### src/rtl/psr_cfg.svh
// Operation
// - pin/floppy setup register is accessed only in config state with index 03h.
// - reset loads pin/floppy setup register with 70h.
// - bit 1 selects normal (0) or enhanced floppy mode 2 (1).
// - bit 4 low drives programmed density value; high forces second density output high.
// - bits 6,5 choose floppy interface: 11 AT, 10 reserved, 01 second, 00 third.
// - multiplexed decode/clock-run pin floats after reset until a function is chosen.
// - extended setup register is accessed only in config state with index 04h.
// - reset clears extended setup register to 00h.
// - bits 1:0 pick parallel mode: SPP, EPP+SPP, ECP, ECP+EPP.
// - bits 3:2 pick parallel-port floppy option: normal, one, two, reserved.
// - bit 4 sets serial port 1 divisor: 13 normal, 12 with MIDI.
// - bit 5 sets serial port 2 divisor: 13 normal, 12 with MIDI.
// - bit 6 selects EPP revision: 0 is 1.9, 1 is 1.7.
// - printer mode high forces plain printer mode over the extended encoding.
// - floppy outputs tri-stated float the second density output regardless of force bit.
`ifndef PSR_CFG_SVH
`define PSR_CFG_SVH

// register indices as seen through the configuration index register
`define PSR_IDX_PIN_FLOPPY 8'h03
`define PSR_IDX_EXT_SETUP 8'h04

// reset values
`define PSR_RST_PIN_FLOPPY 8'h70
`define PSR_RST_EXT_SETUP 8'h00

// writable-bit masks, reserved bits clear
`define PSR_MASK_PIN_FLOPPY 8'hf7
`define PSR_MASK_EXT_SETUP 8'h7f

// pin and floppy setup register fields
`define PSR_B_SHARED_FN 0
`define PSR_B_ENH_FLOPPY 1
`define PSR_B_MUX_LO 2
`define PSR_B_DENS_FORCE 4
`define PSR_B_REC_MODE 5
`define PSR_B_IF_IDENT 6
`define PSR_B_MUX_HI 7

// extended setup register fields
`define PSR_B_PAR_MODE_LO 0
`define PSR_B_PAR_MODE_HI 1
`define PSR_B_PPFD_LO 2
`define PSR_B_PPFD_HI 3
`define PSR_B_MIDI1 4
`define PSR_B_MIDI2 5
`define PSR_B_EPP_TYPE 6

// serial clock divisors, stored as terminal count (divisor - 1)
`define PSR_DIV_NORMAL_TC 4'hc
`define PSR_DIV_MIDI_TC 4'hb

`endif

### src/rtl/psr_pkg.sv
package psr_pkg;

  typedef enum logic [1:0] {
    PSR_FDC_THIRD = 2'h0,
    PSR_FDC_SECOND = 2'h1,
    PSR_FDC_RSVD = 2'h2,
    PSR_FDC_AT = 2'h3
  } psr_fdc_mode_t;

  typedef enum logic [2:0] {
    PSR_PAR_SPP = 3'h0,
    PSR_PAR_EPP_SPP = 3'h1,
    PSR_PAR_ECP = 3'h2,
    PSR_PAR_ECP_EPP = 3'h3,
    PSR_PAR_PRINTER = 3'h4
  } psr_par_mode_t;

  typedef enum logic [1:0] {
    PSR_MUX_OFF = 2'h0,
    PSR_MUX_ADDR = 2'h2,
    PSR_MUX_CLKRUN = 2'h3
  } psr_mux_fn_t;

endpackage : psr_pkg

### src/rtl/psr_clkdiv.sv
`timescale 1ns/10ps
`include "psr_cfg.svh"

module psr_clkdiv (
  input wire logic clk, // system clock
  input wire logic rst, // synchronous reset, active high
  input wire logic ce, // clock enable
  input wire logic midi, // 1: divide by 12, 0: divide by 13
  output logic tick // one-cycle baud clock enable
);

  logic [3:0] count;

  // a divisor change takes effect at the next reload, so no short period appears
  always_ff @(posedge clk)
  begin
    if (rst)
    begin
      count <= `PSR_DIV_NORMAL_TC;
      tick <= 1'b0;
    end
    else if (ce)
    begin
      tick <= (count == 4'h0);
      if (count == 4'h0)
        count <= midi ? `PSR_DIV_MIDI_TC : `PSR_DIV_NORMAL_TC;
      else
        count <= count - 4'h1;
    end
  end
endmodule : psr_clkdiv

### src/rtl/psr_top.sv
`timescale 1ns/10ps
`include "psr_cfg.svh"

module psr_top (
  input wire logic clk, // system clock, 100 MHz
  input wire logic rst, // synchronous reset, active high
  input wire logic ce, // clock enable, freezes all state when low
  input wire logic cfg_state, // controller is in configuration state
  input wire logic [7:0] config_index_register, // current configuration index
  input wire logic wr_en, // write strobe for the indexed register
  input wire logic [7:0] wr_data, // write data
  input wire logic rd_en, // read strobe for the indexed register
  output logic [7:0] rd_data, // read data, valid the cycle after rd_en
  output logic rd_valid, // read answered
  input wire logic printer_mode, // printer mode bit of the port power register
  input wire logic fdc_outputs_tristate, // floppy outputs tri-state control
  input wire logic drive_density_value, // programmed density value
  output logic second_density_output, // density pin output value
  output logic second_density_oe, // density pin output enable
  input wire logic shared_pin_in, // shared pin level
  input wire logic game_port_select_req, // game port select value to drive
  output logic shared_pin_out, // shared pin output value
  output logic shared_pin_oe, // shared pin output enable
  output logic power_good_input, // captured power good level
  input wire logic extra_address_decode_req, // address decode value to drive
  input wire logic clock_run_assert, // pull clock run line low
  input wire logic mux_pin_in, // multiplexed pin level
  output logic mux_pin_out, // multiplexed pin output value
  output logic mux_pin_oe, // multiplexed pin output enable
  output logic clock_run_signal, // sampled clock run line level
  output logic enhanced_floppy_mode2, // floppy mode 2 selected
  output psr_pkg::psr_fdc_mode_t fdc_if_mode, // floppy interface mode
  output psr_pkg::psr_par_mode_t par_mode, // effective parallel port mode
  output logic parport_floppy_option_one, // floppy on parallel port, option one
  output logic parport_floppy_option_two, // floppy on parallel port, option two
  output logic [1:0] midi_enable, // serial port 2/1 MIDI divisor selected
  output logic [1:0] serial_clk_tick, // serial port 2/1 baud clock enable
  output logic epp_rev_17 // EPP revision 1.7 selected
);

  logic [7:0] pin_floppy_setup;
  logic [7:0] ext_setup;
  logic sel_pin_floppy;
  logic sel_ext;
  logic [1:0] div_tick;

  assign sel_pin_floppy = cfg_state && (config_index_register == `PSR_IDX_PIN_FLOPPY);
  assign sel_ext = cfg_state && (config_index_register == `PSR_IDX_EXT_SETUP);

  ////////////////////////////////////////////////////////////////////////////////////////////////////
  // configuration registers; reset wins over the clock enable so power-up is never frozen

  always_ff @(posedge clk)
  begin
    if (rst)
      pin_floppy_setup <= `PSR_RST_PIN_FLOPPY;
    else if (ce && wr_en && sel_pin_floppy)
      pin_floppy_setup <= wr_data & `PSR_MASK_PIN_FLOPPY;
  end

  always_ff @(posedge clk)
  begin
    if (rst)
      ext_setup <= `PSR_RST_EXT_SETUP;
    else if (ce && wr_en && sel_ext)
      ext_setup <= wr_data & `PSR_MASK_EXT_SETUP;
  end

  // outside the config state or on another index the read returns zero
  always_ff @(posedge clk)
  begin
    if (rst)
    begin
      rd_data <= 8'h00;
      rd_valid <= 1'b0;
    end
    else if (ce)
    begin
      rd_valid <= rd_en;
      if (rd_en && sel_pin_floppy)
        rd_data <= pin_floppy_setup;
      else if (rd_en && sel_ext)
        rd_data <= ext_setup;
      else
        rd_data <= 8'h00;
    end
  end

  ////////////////////////////////////////////////////////////////////////////////////////////////////
  // floppy controls

  always_ff @(posedge clk)
  begin
    if (rst)
    begin
      enhanced_floppy_mode2 <= 1'b0;
      fdc_if_mode <= psr_pkg::PSR_FDC_AT;
    end
    else if (ce)
    begin
      enhanced_floppy_mode2 <= pin_floppy_setup[`PSR_B_ENH_FLOPPY];
      fdc_if_mode <= psr_pkg::psr_fdc_mode_t'({pin_floppy_setup[`PSR_B_IF_IDENT],
                                               pin_floppy_setup[`PSR_B_REC_MODE]});
    end
  end

  // tri-state control overrides the force bit entirely
  always_ff @(posedge clk)
  begin
    if (rst)
    begin
      second_density_output <= 1'b1;
      second_density_oe <= 1'b0;
    end
    else if (ce)
    begin
      second_density_oe <= !fdc_outputs_tristate;
      second_density_output <= pin_floppy_setup[`PSR_B_DENS_FORCE] | drive_density_value;
    end
  end

  ////////////////////////////////////////////////////////////////////////////////////////////////////
  // shared pins

  always_ff @(posedge clk)
  begin
    if (rst)
    begin
      shared_pin_out <= 1'b1;
      shared_pin_oe <= 1'b0;
      power_good_input <= 1'b1;
    end
    else if (ce)
    begin
      if (pin_floppy_setup[`PSR_B_SHARED_FN])
      begin
        shared_pin_out <= game_port_select_req;
        shared_pin_oe <= 1'b1;
        power_good_input <= 1'b1;
      end
      else
      begin
        shared_pin_out <= 1'b1;
        shared_pin_oe <= 1'b0;
        power_good_input <= shared_pin_in;
      end
    end
  end

  // clock run is open drain: only ever driven low, released otherwise
  always_ff @(posedge clk)
  begin
    if (rst)
    begin
      mux_pin_out <= 1'b1;
      mux_pin_oe <= 1'b0;
      clock_run_signal <= 1'b1;
    end
    else if (ce)
    begin
      case (psr_pkg::psr_mux_fn_t'({pin_floppy_setup[`PSR_B_MUX_HI], pin_floppy_setup[`PSR_B_MUX_LO]}))
        psr_pkg::PSR_MUX_ADDR:
        begin
          mux_pin_out <= extra_address_decode_req;
          mux_pin_oe <= 1'b1;
          clock_run_signal <= 1'b1;
        end
        psr_pkg::PSR_MUX_CLKRUN:
        begin
          mux_pin_out <= 1'b0;
          mux_pin_oe <= clock_run_assert;
          clock_run_signal <= mux_pin_in;
        end
        default:
        begin
          mux_pin_out <= 1'b1;
          mux_pin_oe <= 1'b0;
          clock_run_signal <= 1'b1;
        end
      endcase
    end
  end

  ////////////////////////////////////////////////////////////////////////////////////////////////////
  // parallel and serial controls

  always_ff @(posedge clk)
  begin
    if (rst)
    begin
      par_mode <= psr_pkg::PSR_PAR_PRINTER;
      parport_floppy_option_one <= 1'b0;
      parport_floppy_option_two <= 1'b0;
      epp_rev_17 <= 1'b0;
    end
    else if (ce)
    begin
      if (printer_mode)
        par_mode <= psr_pkg::PSR_PAR_PRINTER;
      else
        par_mode <= psr_pkg::psr_par_mode_t'({1'b0, ext_setup[`PSR_B_PAR_MODE_HI:`PSR_B_PAR_MODE_LO]});
      // reserved code 11 enables neither option
      parport_floppy_option_one <= (ext_setup[`PSR_B_PPFD_HI:`PSR_B_PPFD_LO] == 2'h1);
      parport_floppy_option_two <= (ext_setup[`PSR_B_PPFD_HI:`PSR_B_PPFD_LO] == 2'h2);
      epp_rev_17 <= ext_setup[`PSR_B_EPP_TYPE];
    end
  end

  always_ff @(posedge clk)
  begin
    if (rst)
      midi_enable <= 2'h0;
    else if (ce)
      midi_enable <= ext_setup[`PSR_B_MIDI2:`PSR_B_MIDI1];
  end

  genvar gi;
  generate
    for (gi = 0; gi < 2; gi++)
    begin : g_ser
      psr_clkdiv u_div (
        .clk(clk),
        .rst(rst),
        .ce(ce),
        .midi(ext_setup[`PSR_B_MIDI1 + gi]),
        .tick(div_tick[gi])
      );
    end
  endgenerate

  // registered again so the top-level tick comes straight from a local flop
  always_ff @(posedge clk)
  begin
    if (rst)
      serial_clk_tick <= 2'h0;
    else if (ce)
      serial_clk_tick <= div_tick;
  end
endmodule : psr_top

### config.mk
export PLATFORM = sky130hd
export DESIGN_NAME = psr_top
export DESIGN_NICKNAME = d
export VERILOG_FILES = /design/src/rtl/psr_pkg.sv /design/src/rtl/psr_clkdiv.sv /design/src/rtl/psr_top.sv
export VERILOG_INCLUDE_DIRS = /design/src /design/src/rtl
export SDC_FILE = /design/constraint.sdc
export NUM_CORES = 1
export LEC_CHECK = 0
export CORE_MARGIN = 2
export CORE_UTILIZATION = 50
export CTS_CLUSTER_SIZE = 12
export DETAILED_ROUTE_END_ITERATION = 12
export DONT_BUFFER_PORTS = 1
export PLACE_DENSITY = 0.68
export SYNTH_ARGS = -nofsm -noshare
export SYNTH_HDL_FRONTEND = slang
export SYNTH_SLANG_ARGS = --single-unit
### constraint.sdc
create_clock -name clk -period 1.6 [get_ports clk]
set_input_delay 0.16 -clock clk [delete_from_list [all_inputs] [get_ports clk]]
set_output_delay 0.16 -clock clk [all_outputs]
set_load 0.02 [all_outputs]
### After elaboration in Yosys (flattened, before gate mapping)

Cells that the tools add are included.

| word-level totals | value |
|---|---|
| register bits | 54 |
| bits in latches | 0 |
| bits in writable memories | 0 |
| bits in read-only memories | 0 |
| output and inout bits | 30 |
| logic and storage cells | 56 |
| memories | 0 |

| operators by class | value |
|---|---|
| add/sub/neg operators | 2 |
| multipliers | 0 |
| div/mod/pow operators | 0 |
| $lt $le $gt $ge | 0 |
| equal/unequal tests | 6 |
| shifts and indexed selects | 0 |
| muxes and demuxes | 13 |
| bitwise logic cells | 1 |
| reduce and logical (&&, ||, !) cells | 10 |

Operators by type and width:

| cell | number |
|---|---|
| $mux W3 | 3 |
| $eq A8 B2 Y1 const B | 1 |
| $eq A8 B3 Y1 const B | 1 |
| $logic_not A4 Y1 | 2 |
| $mux W4 | 2 |
| $mux W8 | 1 |
| $sub A4 B1 Y4 const B | 2 |
| $logic_and A1 B1 Y1 | 7 |
| $mux W7 | 1 |
| $eq A2 B2 Y1 const B | 3 |
| $mux W1 | 4 |
| $pmux W1 S2 | 2 |
| $eq A2 B1 Y1 const B | 1 |
| $logic_not A1 Y1 | 1 |
| $or A1 B1 Y1 | 1 |

### Logic depth before layout (Yosys ltp)

| depth | value |
|---|---|
| depth after elaboration | 5 |
| gate-level depth with buffers | 6 |

### By module

A second synthesis with hierarchy kept.

| unflattened totals | value |
|---|---|
| cells, all modules | 248 |
| area, all modules | 2267.2 um^2 |

By module, submodules not included:

| module | times used | cells each | area an instance (um^2) |
|---|---|---|---|
| psr_top | 1 | 192 | 1766.7 |
| psr_clkdiv | 2 | 28 | 250.2 |

### Least setup slack after synthesis

No wires, ideal clock.

| path | value |
|---|---|
| kind | input to register |
| from | input port config_index_register[4] |
| to | register ext_setup[6] |
| data arrival time | 1.600 ns |
| data required time | 1.474 ns |
| path slack | -0.126 ns |
| stages | 5 |
| path buffers | 1 |
| cells stage by stage | or4b_1 -> buf_2 -> nor4_4 -> mux2i_1 -> nor2_1 |

| on the way | value |
|---|---|
| word-level cells in the longest chain between the ends | 3 |

Ends and longest elaborated chain:

| element | RTL line | text |
|---|---|---|
| start, declared | psr_top.sv:9 | `input wire logic [7:0] config_index_register,` |
| $eq A8 B3 Y1 (no source line) | - |  |
| $logic_and A1 B1 Y1 | psr_top.sv:48 | `` assign sel_ext = cfg_state && (config_index_register == `PSR_IDX_EXT_SETUP); `` |
| $logic_and A1 B1 Y1 | psr_top.sv:65 | `else if (ce && wr_en && sel_ext)` |
| end signal, assigned | psr_top.sv:64 | `` ext_setup <= `PSR_RST_EXT_SETUP; `` |
| end signal, assigned | psr_top.sv:66 | `` ext_setup <= wr_data & `PSR_MASK_EXT_SETUP; `` |
| end, declared | psr_top.sv:42 | `logic [7:0] ext_setup;` |

Every way passes these cells.
A chain may end at the register's enable or synchronous reset.

### Final worst setup path

| path | value |
|---|---|
| from | register g_ser[0].u_div.count[0] |
| to | register g_ser[0].u_div.count[1] |

| on the way | value |
|---|---|
| word-level cells in the longest chain between the ends | 2 |
| elaborated cells on any way between the ends | 3 |
| classes of those cells | add/sub (1); mux (1); reduce/logical (1) |

Ends and longest elaborated chain:

| element | RTL line | text |
|---|---|---|
| start, declared | psr_clkdiv.sv:12 | `logic [3:0] count;` |
| start signal, assigned | psr_clkdiv.sv:19 | `` count <= `PSR_DIV_NORMAL_TC; `` |
| start signal, assigned | psr_clkdiv.sv:26 | `` count <= midi ? `PSR_DIV_MIDI_TC : `PSR_DIV_NORMAL_TC; `` |
| start signal, assigned | psr_clkdiv.sv:28 | `count <= count - 4'h1;` |
| $sub A4 B1 Y4 / $logic_not A4 Y1 (equally long branches) | psr_clkdiv.sv:28, psr_clkdiv.sv:25 |  |
| $mux W4 (*) | psr_clkdiv.sv:25 | `if (count == 4'h0)` |

Mark *: on every way between the ends. The rest lies on a longest branch, timed or not.

==> impl_metrics.json <==
{
  "drv_cap": 0,
  "grt_overflow": 0,
  "min_period_ns": 1.439,
  "critPathLaunchType": "register",
  "placed_cells": 291,
  "fp.dieH_um": 70.76,
  "cts.root.buffer_cell": "clkbuf_8",
  "synth_seq_area_share_pct": 48.51,
  "clock_tree.buffer_depth": 2,
  "stdcell_count": 304,
  "grt_max_degree": 54,
  "dp_hpwl_um": 3242,
  "hold_ws_ns": 0.007652,
  "wirelength_um": 4762,
  "initial_core_util_pct": 51.53,
  "ios": 60,
  "reg2reg_setup_slack_ns": 0.16,
  "cts_buffers": 5,
  "insertedDiodeCount": 0,
  "die_area_um2": 5007,
  "post-route-period-util_pct": 89.93,
  "first_global_vias": 1645,
  "max_freq_mhz": 695.0,
  "drtIter0Drc": 70,
  "clock_skew_ns": 0.003472,
  "cp_slowest_cell": "nor4b_1",
  "synth_compound_area_share_pct": 14.15,
  "end_kind": "register",
  "synthMuxAreaShare_pct": 8.984,
  "synth_top_family_by_area": "simple AND/OR/NAND/NOR gates",
  "ys_seq_elements": 54,
  "worst_pin_slew_ns": 0.5404,
  "synthArstFlopShare_pct": 0,
  "num_vias": 1724,
  "dieWidth_um": 70.76,
  "crit_fanout": 4,
  "drc": 0,
  "tritoncts": "done",
  "track_usage_pct": 19.83,
  "synth-xor-area-share_pct": 0,
  "crit_required_ns": 1.79,
  "status": "finished, final reports clean",
  "yosys_warnings": 0,
  "avgSynthCellArea_um2": 9.095,
  "coreArea_um2": 4324,
  "arrival_ns": 1.63,
  "power_density_nw_per_um2": 938.3,
  "hold_class": "in -> reg",
  "port_buffers": 0,
  "drv_slew": 0,
  "synth_area_um2": 2228,
  "synthFlopType": "dfxtp_1",
  "synth_simple_gate_area_share_pct": 21.84,
  "antenna_found_initial": 0,
  "synth-edff-count": 0,
  "ctsHtreeMaxLevel": 2,
  "peakVddDrop_v": 0.0004475,
  "syn_inst": 245,
  "clk_latency_ns": 0.30,
  "cts_num_sinks": 54,
  "finalHoldViolCount": 0,
  "dr.pass1.iters": 4,
  "worstPathCellList": "inv_1, ha_1, nor4b_1, a211oi_2, a21oi_1, nor2_1",
  "critPathMaxStageDelay_ns": 0.47,
  "clkTransAtPathRegs_ns": 0.09,
  "ant_nets": 0,
  "area_growth_syn_to_layout_pct": 9.377,
  "drive_gt1_share_pct": 8.333,
  "place_area_um2": 2278,
  "p_leak_uw": 0.0009119,
  "rows": 24,
  "grt_pass1_wl_um": 7921,
  "gp_congestion": 0.7425,
  "p_total_uw": 2287,
  "maxSlewHeadroom_pct": 63.47,
  "routed_via_density": 5.671,
  "post_drt_wl_per_cell_um": 15.66,
  "syn-num-nets": 277,
  "setup_viol": 0,
  "post_cts_buffers": 0,
  "synthAdderAreaFrac_pct": 1.123,
  "nets": 284,
  "finish.instance_area_um2": 2437,
  "crit_type": "reg -> reg",
  "yosysUniqueCellTypes": 41,
  "rsz0062_at_grt": "no"
}
per-layer routing:
metal | up-vias | GRT usage [%] | routed length, um | share of wire [%]
met1 | 803 | 26.77 | 2201 | 46
li1 | 870 | - | - | -
met4 | 0 | 4.403 | 31 | 0.65
met3 | 5 | 6.838 | 401 | 8.4
met2 | 46 | 30.94 | 2128 | 45
met5 | - | 0 | 0 | 0
cells in the final DEF, fill, tap and decap left out, types with 2 or more instances in the layout:
master / netlist / layout
a211oi_2: 0 / 2
nand4b_1: 2 / 2
and2_1: 2 / 2
dlygate4sd3_1: 0 / 5
clkbuf_8: 0 / 5
o21ai_0: 5 / 5
nor3_1: 3 / 3
ha_1: 2 / 2
inv_1: 10 / 10
a22oi_1: 5 / 5
dfxtp_1: 54 / 54
or3_1: 2 / 2
a21oi_1: 16 / 16
o31ai_1: 2 / 2
nand2_1: 18 / 18
nor2b_1: 4 / 4
mux2i_1: 20 / 20
a211o_1: 6 / 6
clkbuf_1: 8 / 2
o21bai_1: 2 / 2
nor2_1: 39 / 39
a211oi_1: 4 / 2
nand2b_1: 6 / 6
a221oi_1: 2 / 2
o21a_1: 3 / 3
nor4_1: 4 / 4
nand3b_1: 2 / 2
buf_4: 2 / 8
nand3_1: 5 / 5
worst paths after layout:
| path | from | endpoint | cells after the start |
|---|---|---|---|
| setup / recovery | g_ser[0].u_div.count[0] | g_ser[0].u_div.count[1] | 6 |
| hold / removal | wr_data[7] | pin_floppy_setup[7] | 2 |
| setup reg to reg | g_ser[0].u_div.count[0] | g_ser[0].u_div.count[1] | 6 |
| hold reg to reg | pin_floppy_setup[5] | pin_floppy_setup[5] | 1 |
kinds of logic after synthesis:
| logic type | count (synthesis) |
|---|---|
| buffers and inverters | 25 |
| muxes | 20 |
| AOI/OAI and AO/OA | 48 |
| and+or+nand+nor | 96 |
| DFF | 54 |
| adders and majority gates | 2 |
report_power, final:
group / total, uW / switching, uW / leakage (uW) / internal (uW)
sequential: 1420 / 43.1 / 0.000439 / 1370
combinational: 165 / 85.5 / 0.000435 / 79.9
clock: 704 / 401 / 0.0000383 / 302
total: 2290 / 530 / 0.000912 / 1760
stage by stage:
stage               worst slack [ns]  setup TNS, ns  utilization (%)
floorplan                    -0.1218        -0.8005                -
global placement             0.05746              0            52.69
detailed placement           0.02694              0            52.69
CTS                          0.05974              0            56.08
finish                        0.1611              0            56.37
global route                 0.01423              0            56.37
cell type report:
class,count,area [um2]
multi-input cells,166,1044
inverters,11,41.29
fillers,423,1887
flip-flops and latches,54,1081
repair buffers,14,130.1
clock buffers,7,76.32
well taps,52,65.06
worst max-delay path: cells and delay by family (launching register included):
family / cells / cell delay [ns]
buffers and inverters: 1 / 0.06
AOI/OAI and AO/OA: 2 / 0.21
adders and majority gates: 1 / 0.19
and+or+nand+nor: 2 / 0.52
DFF: 1 / 0.35
synthesized netlist by cell type, types with 2 or more instances:
library cell / count / area [um2]
ha_1: 2 / 25.02
o21a_1: 3 / 22.52
o21ai_0: 5 / 25.02
or3_1: 2 / 12.51
nor2b_1: 4 / 25.02
a221oi_1: 2 / 17.52
nor2_1: 39 / 146.4
a211o_1: 6 / 52.55
buf_2: 2 / 10.01
a21oi_1: 16 / 80.08
buf_4: 2 / 15.01
inv_1: 10 / 37.54
nand3b_1: 2 / 15.01
a211oi_1: 4 / 30.03
and2_1: 2 / 12.51
mux2i_1: 20 / 200.2
clkbuf_1: 8 / 30.03
a22oi_1: 5 / 37.54
nand4b_1: 2 / 17.52
o21bai_1: 2 / 15.01
dfxtp_1: 54 / 1081
nand3_1: 5 / 25.02
or3b_2: 2 / 17.52
nand2b_1: 6 / 37.54
nand2_1: 18 / 67.56
nor3_1: 3 / 15.01
nor4_1: 4 / 25.02
o31ai_1: 2 / 15.01
flip-flops by register name (all words and copies together) (netlist names), 2 cells and up:
name	flops
g_ser.u_div.count	8
rd_data	8
ext_setup	7
pin_floppy_setup	7
par_mode	3
fdc_if_mode	2
g_ser.u_div.tick	2
midi_enable	2
serial_clk_tick	2
repair_timing:
item,CTS,global route
hold buffers,6,0
gates resized for setup,0,3
endpoints found under the hold margin,54,0
endpoints found under the setup margin,0,2
(Power assumes the default switching activity.)
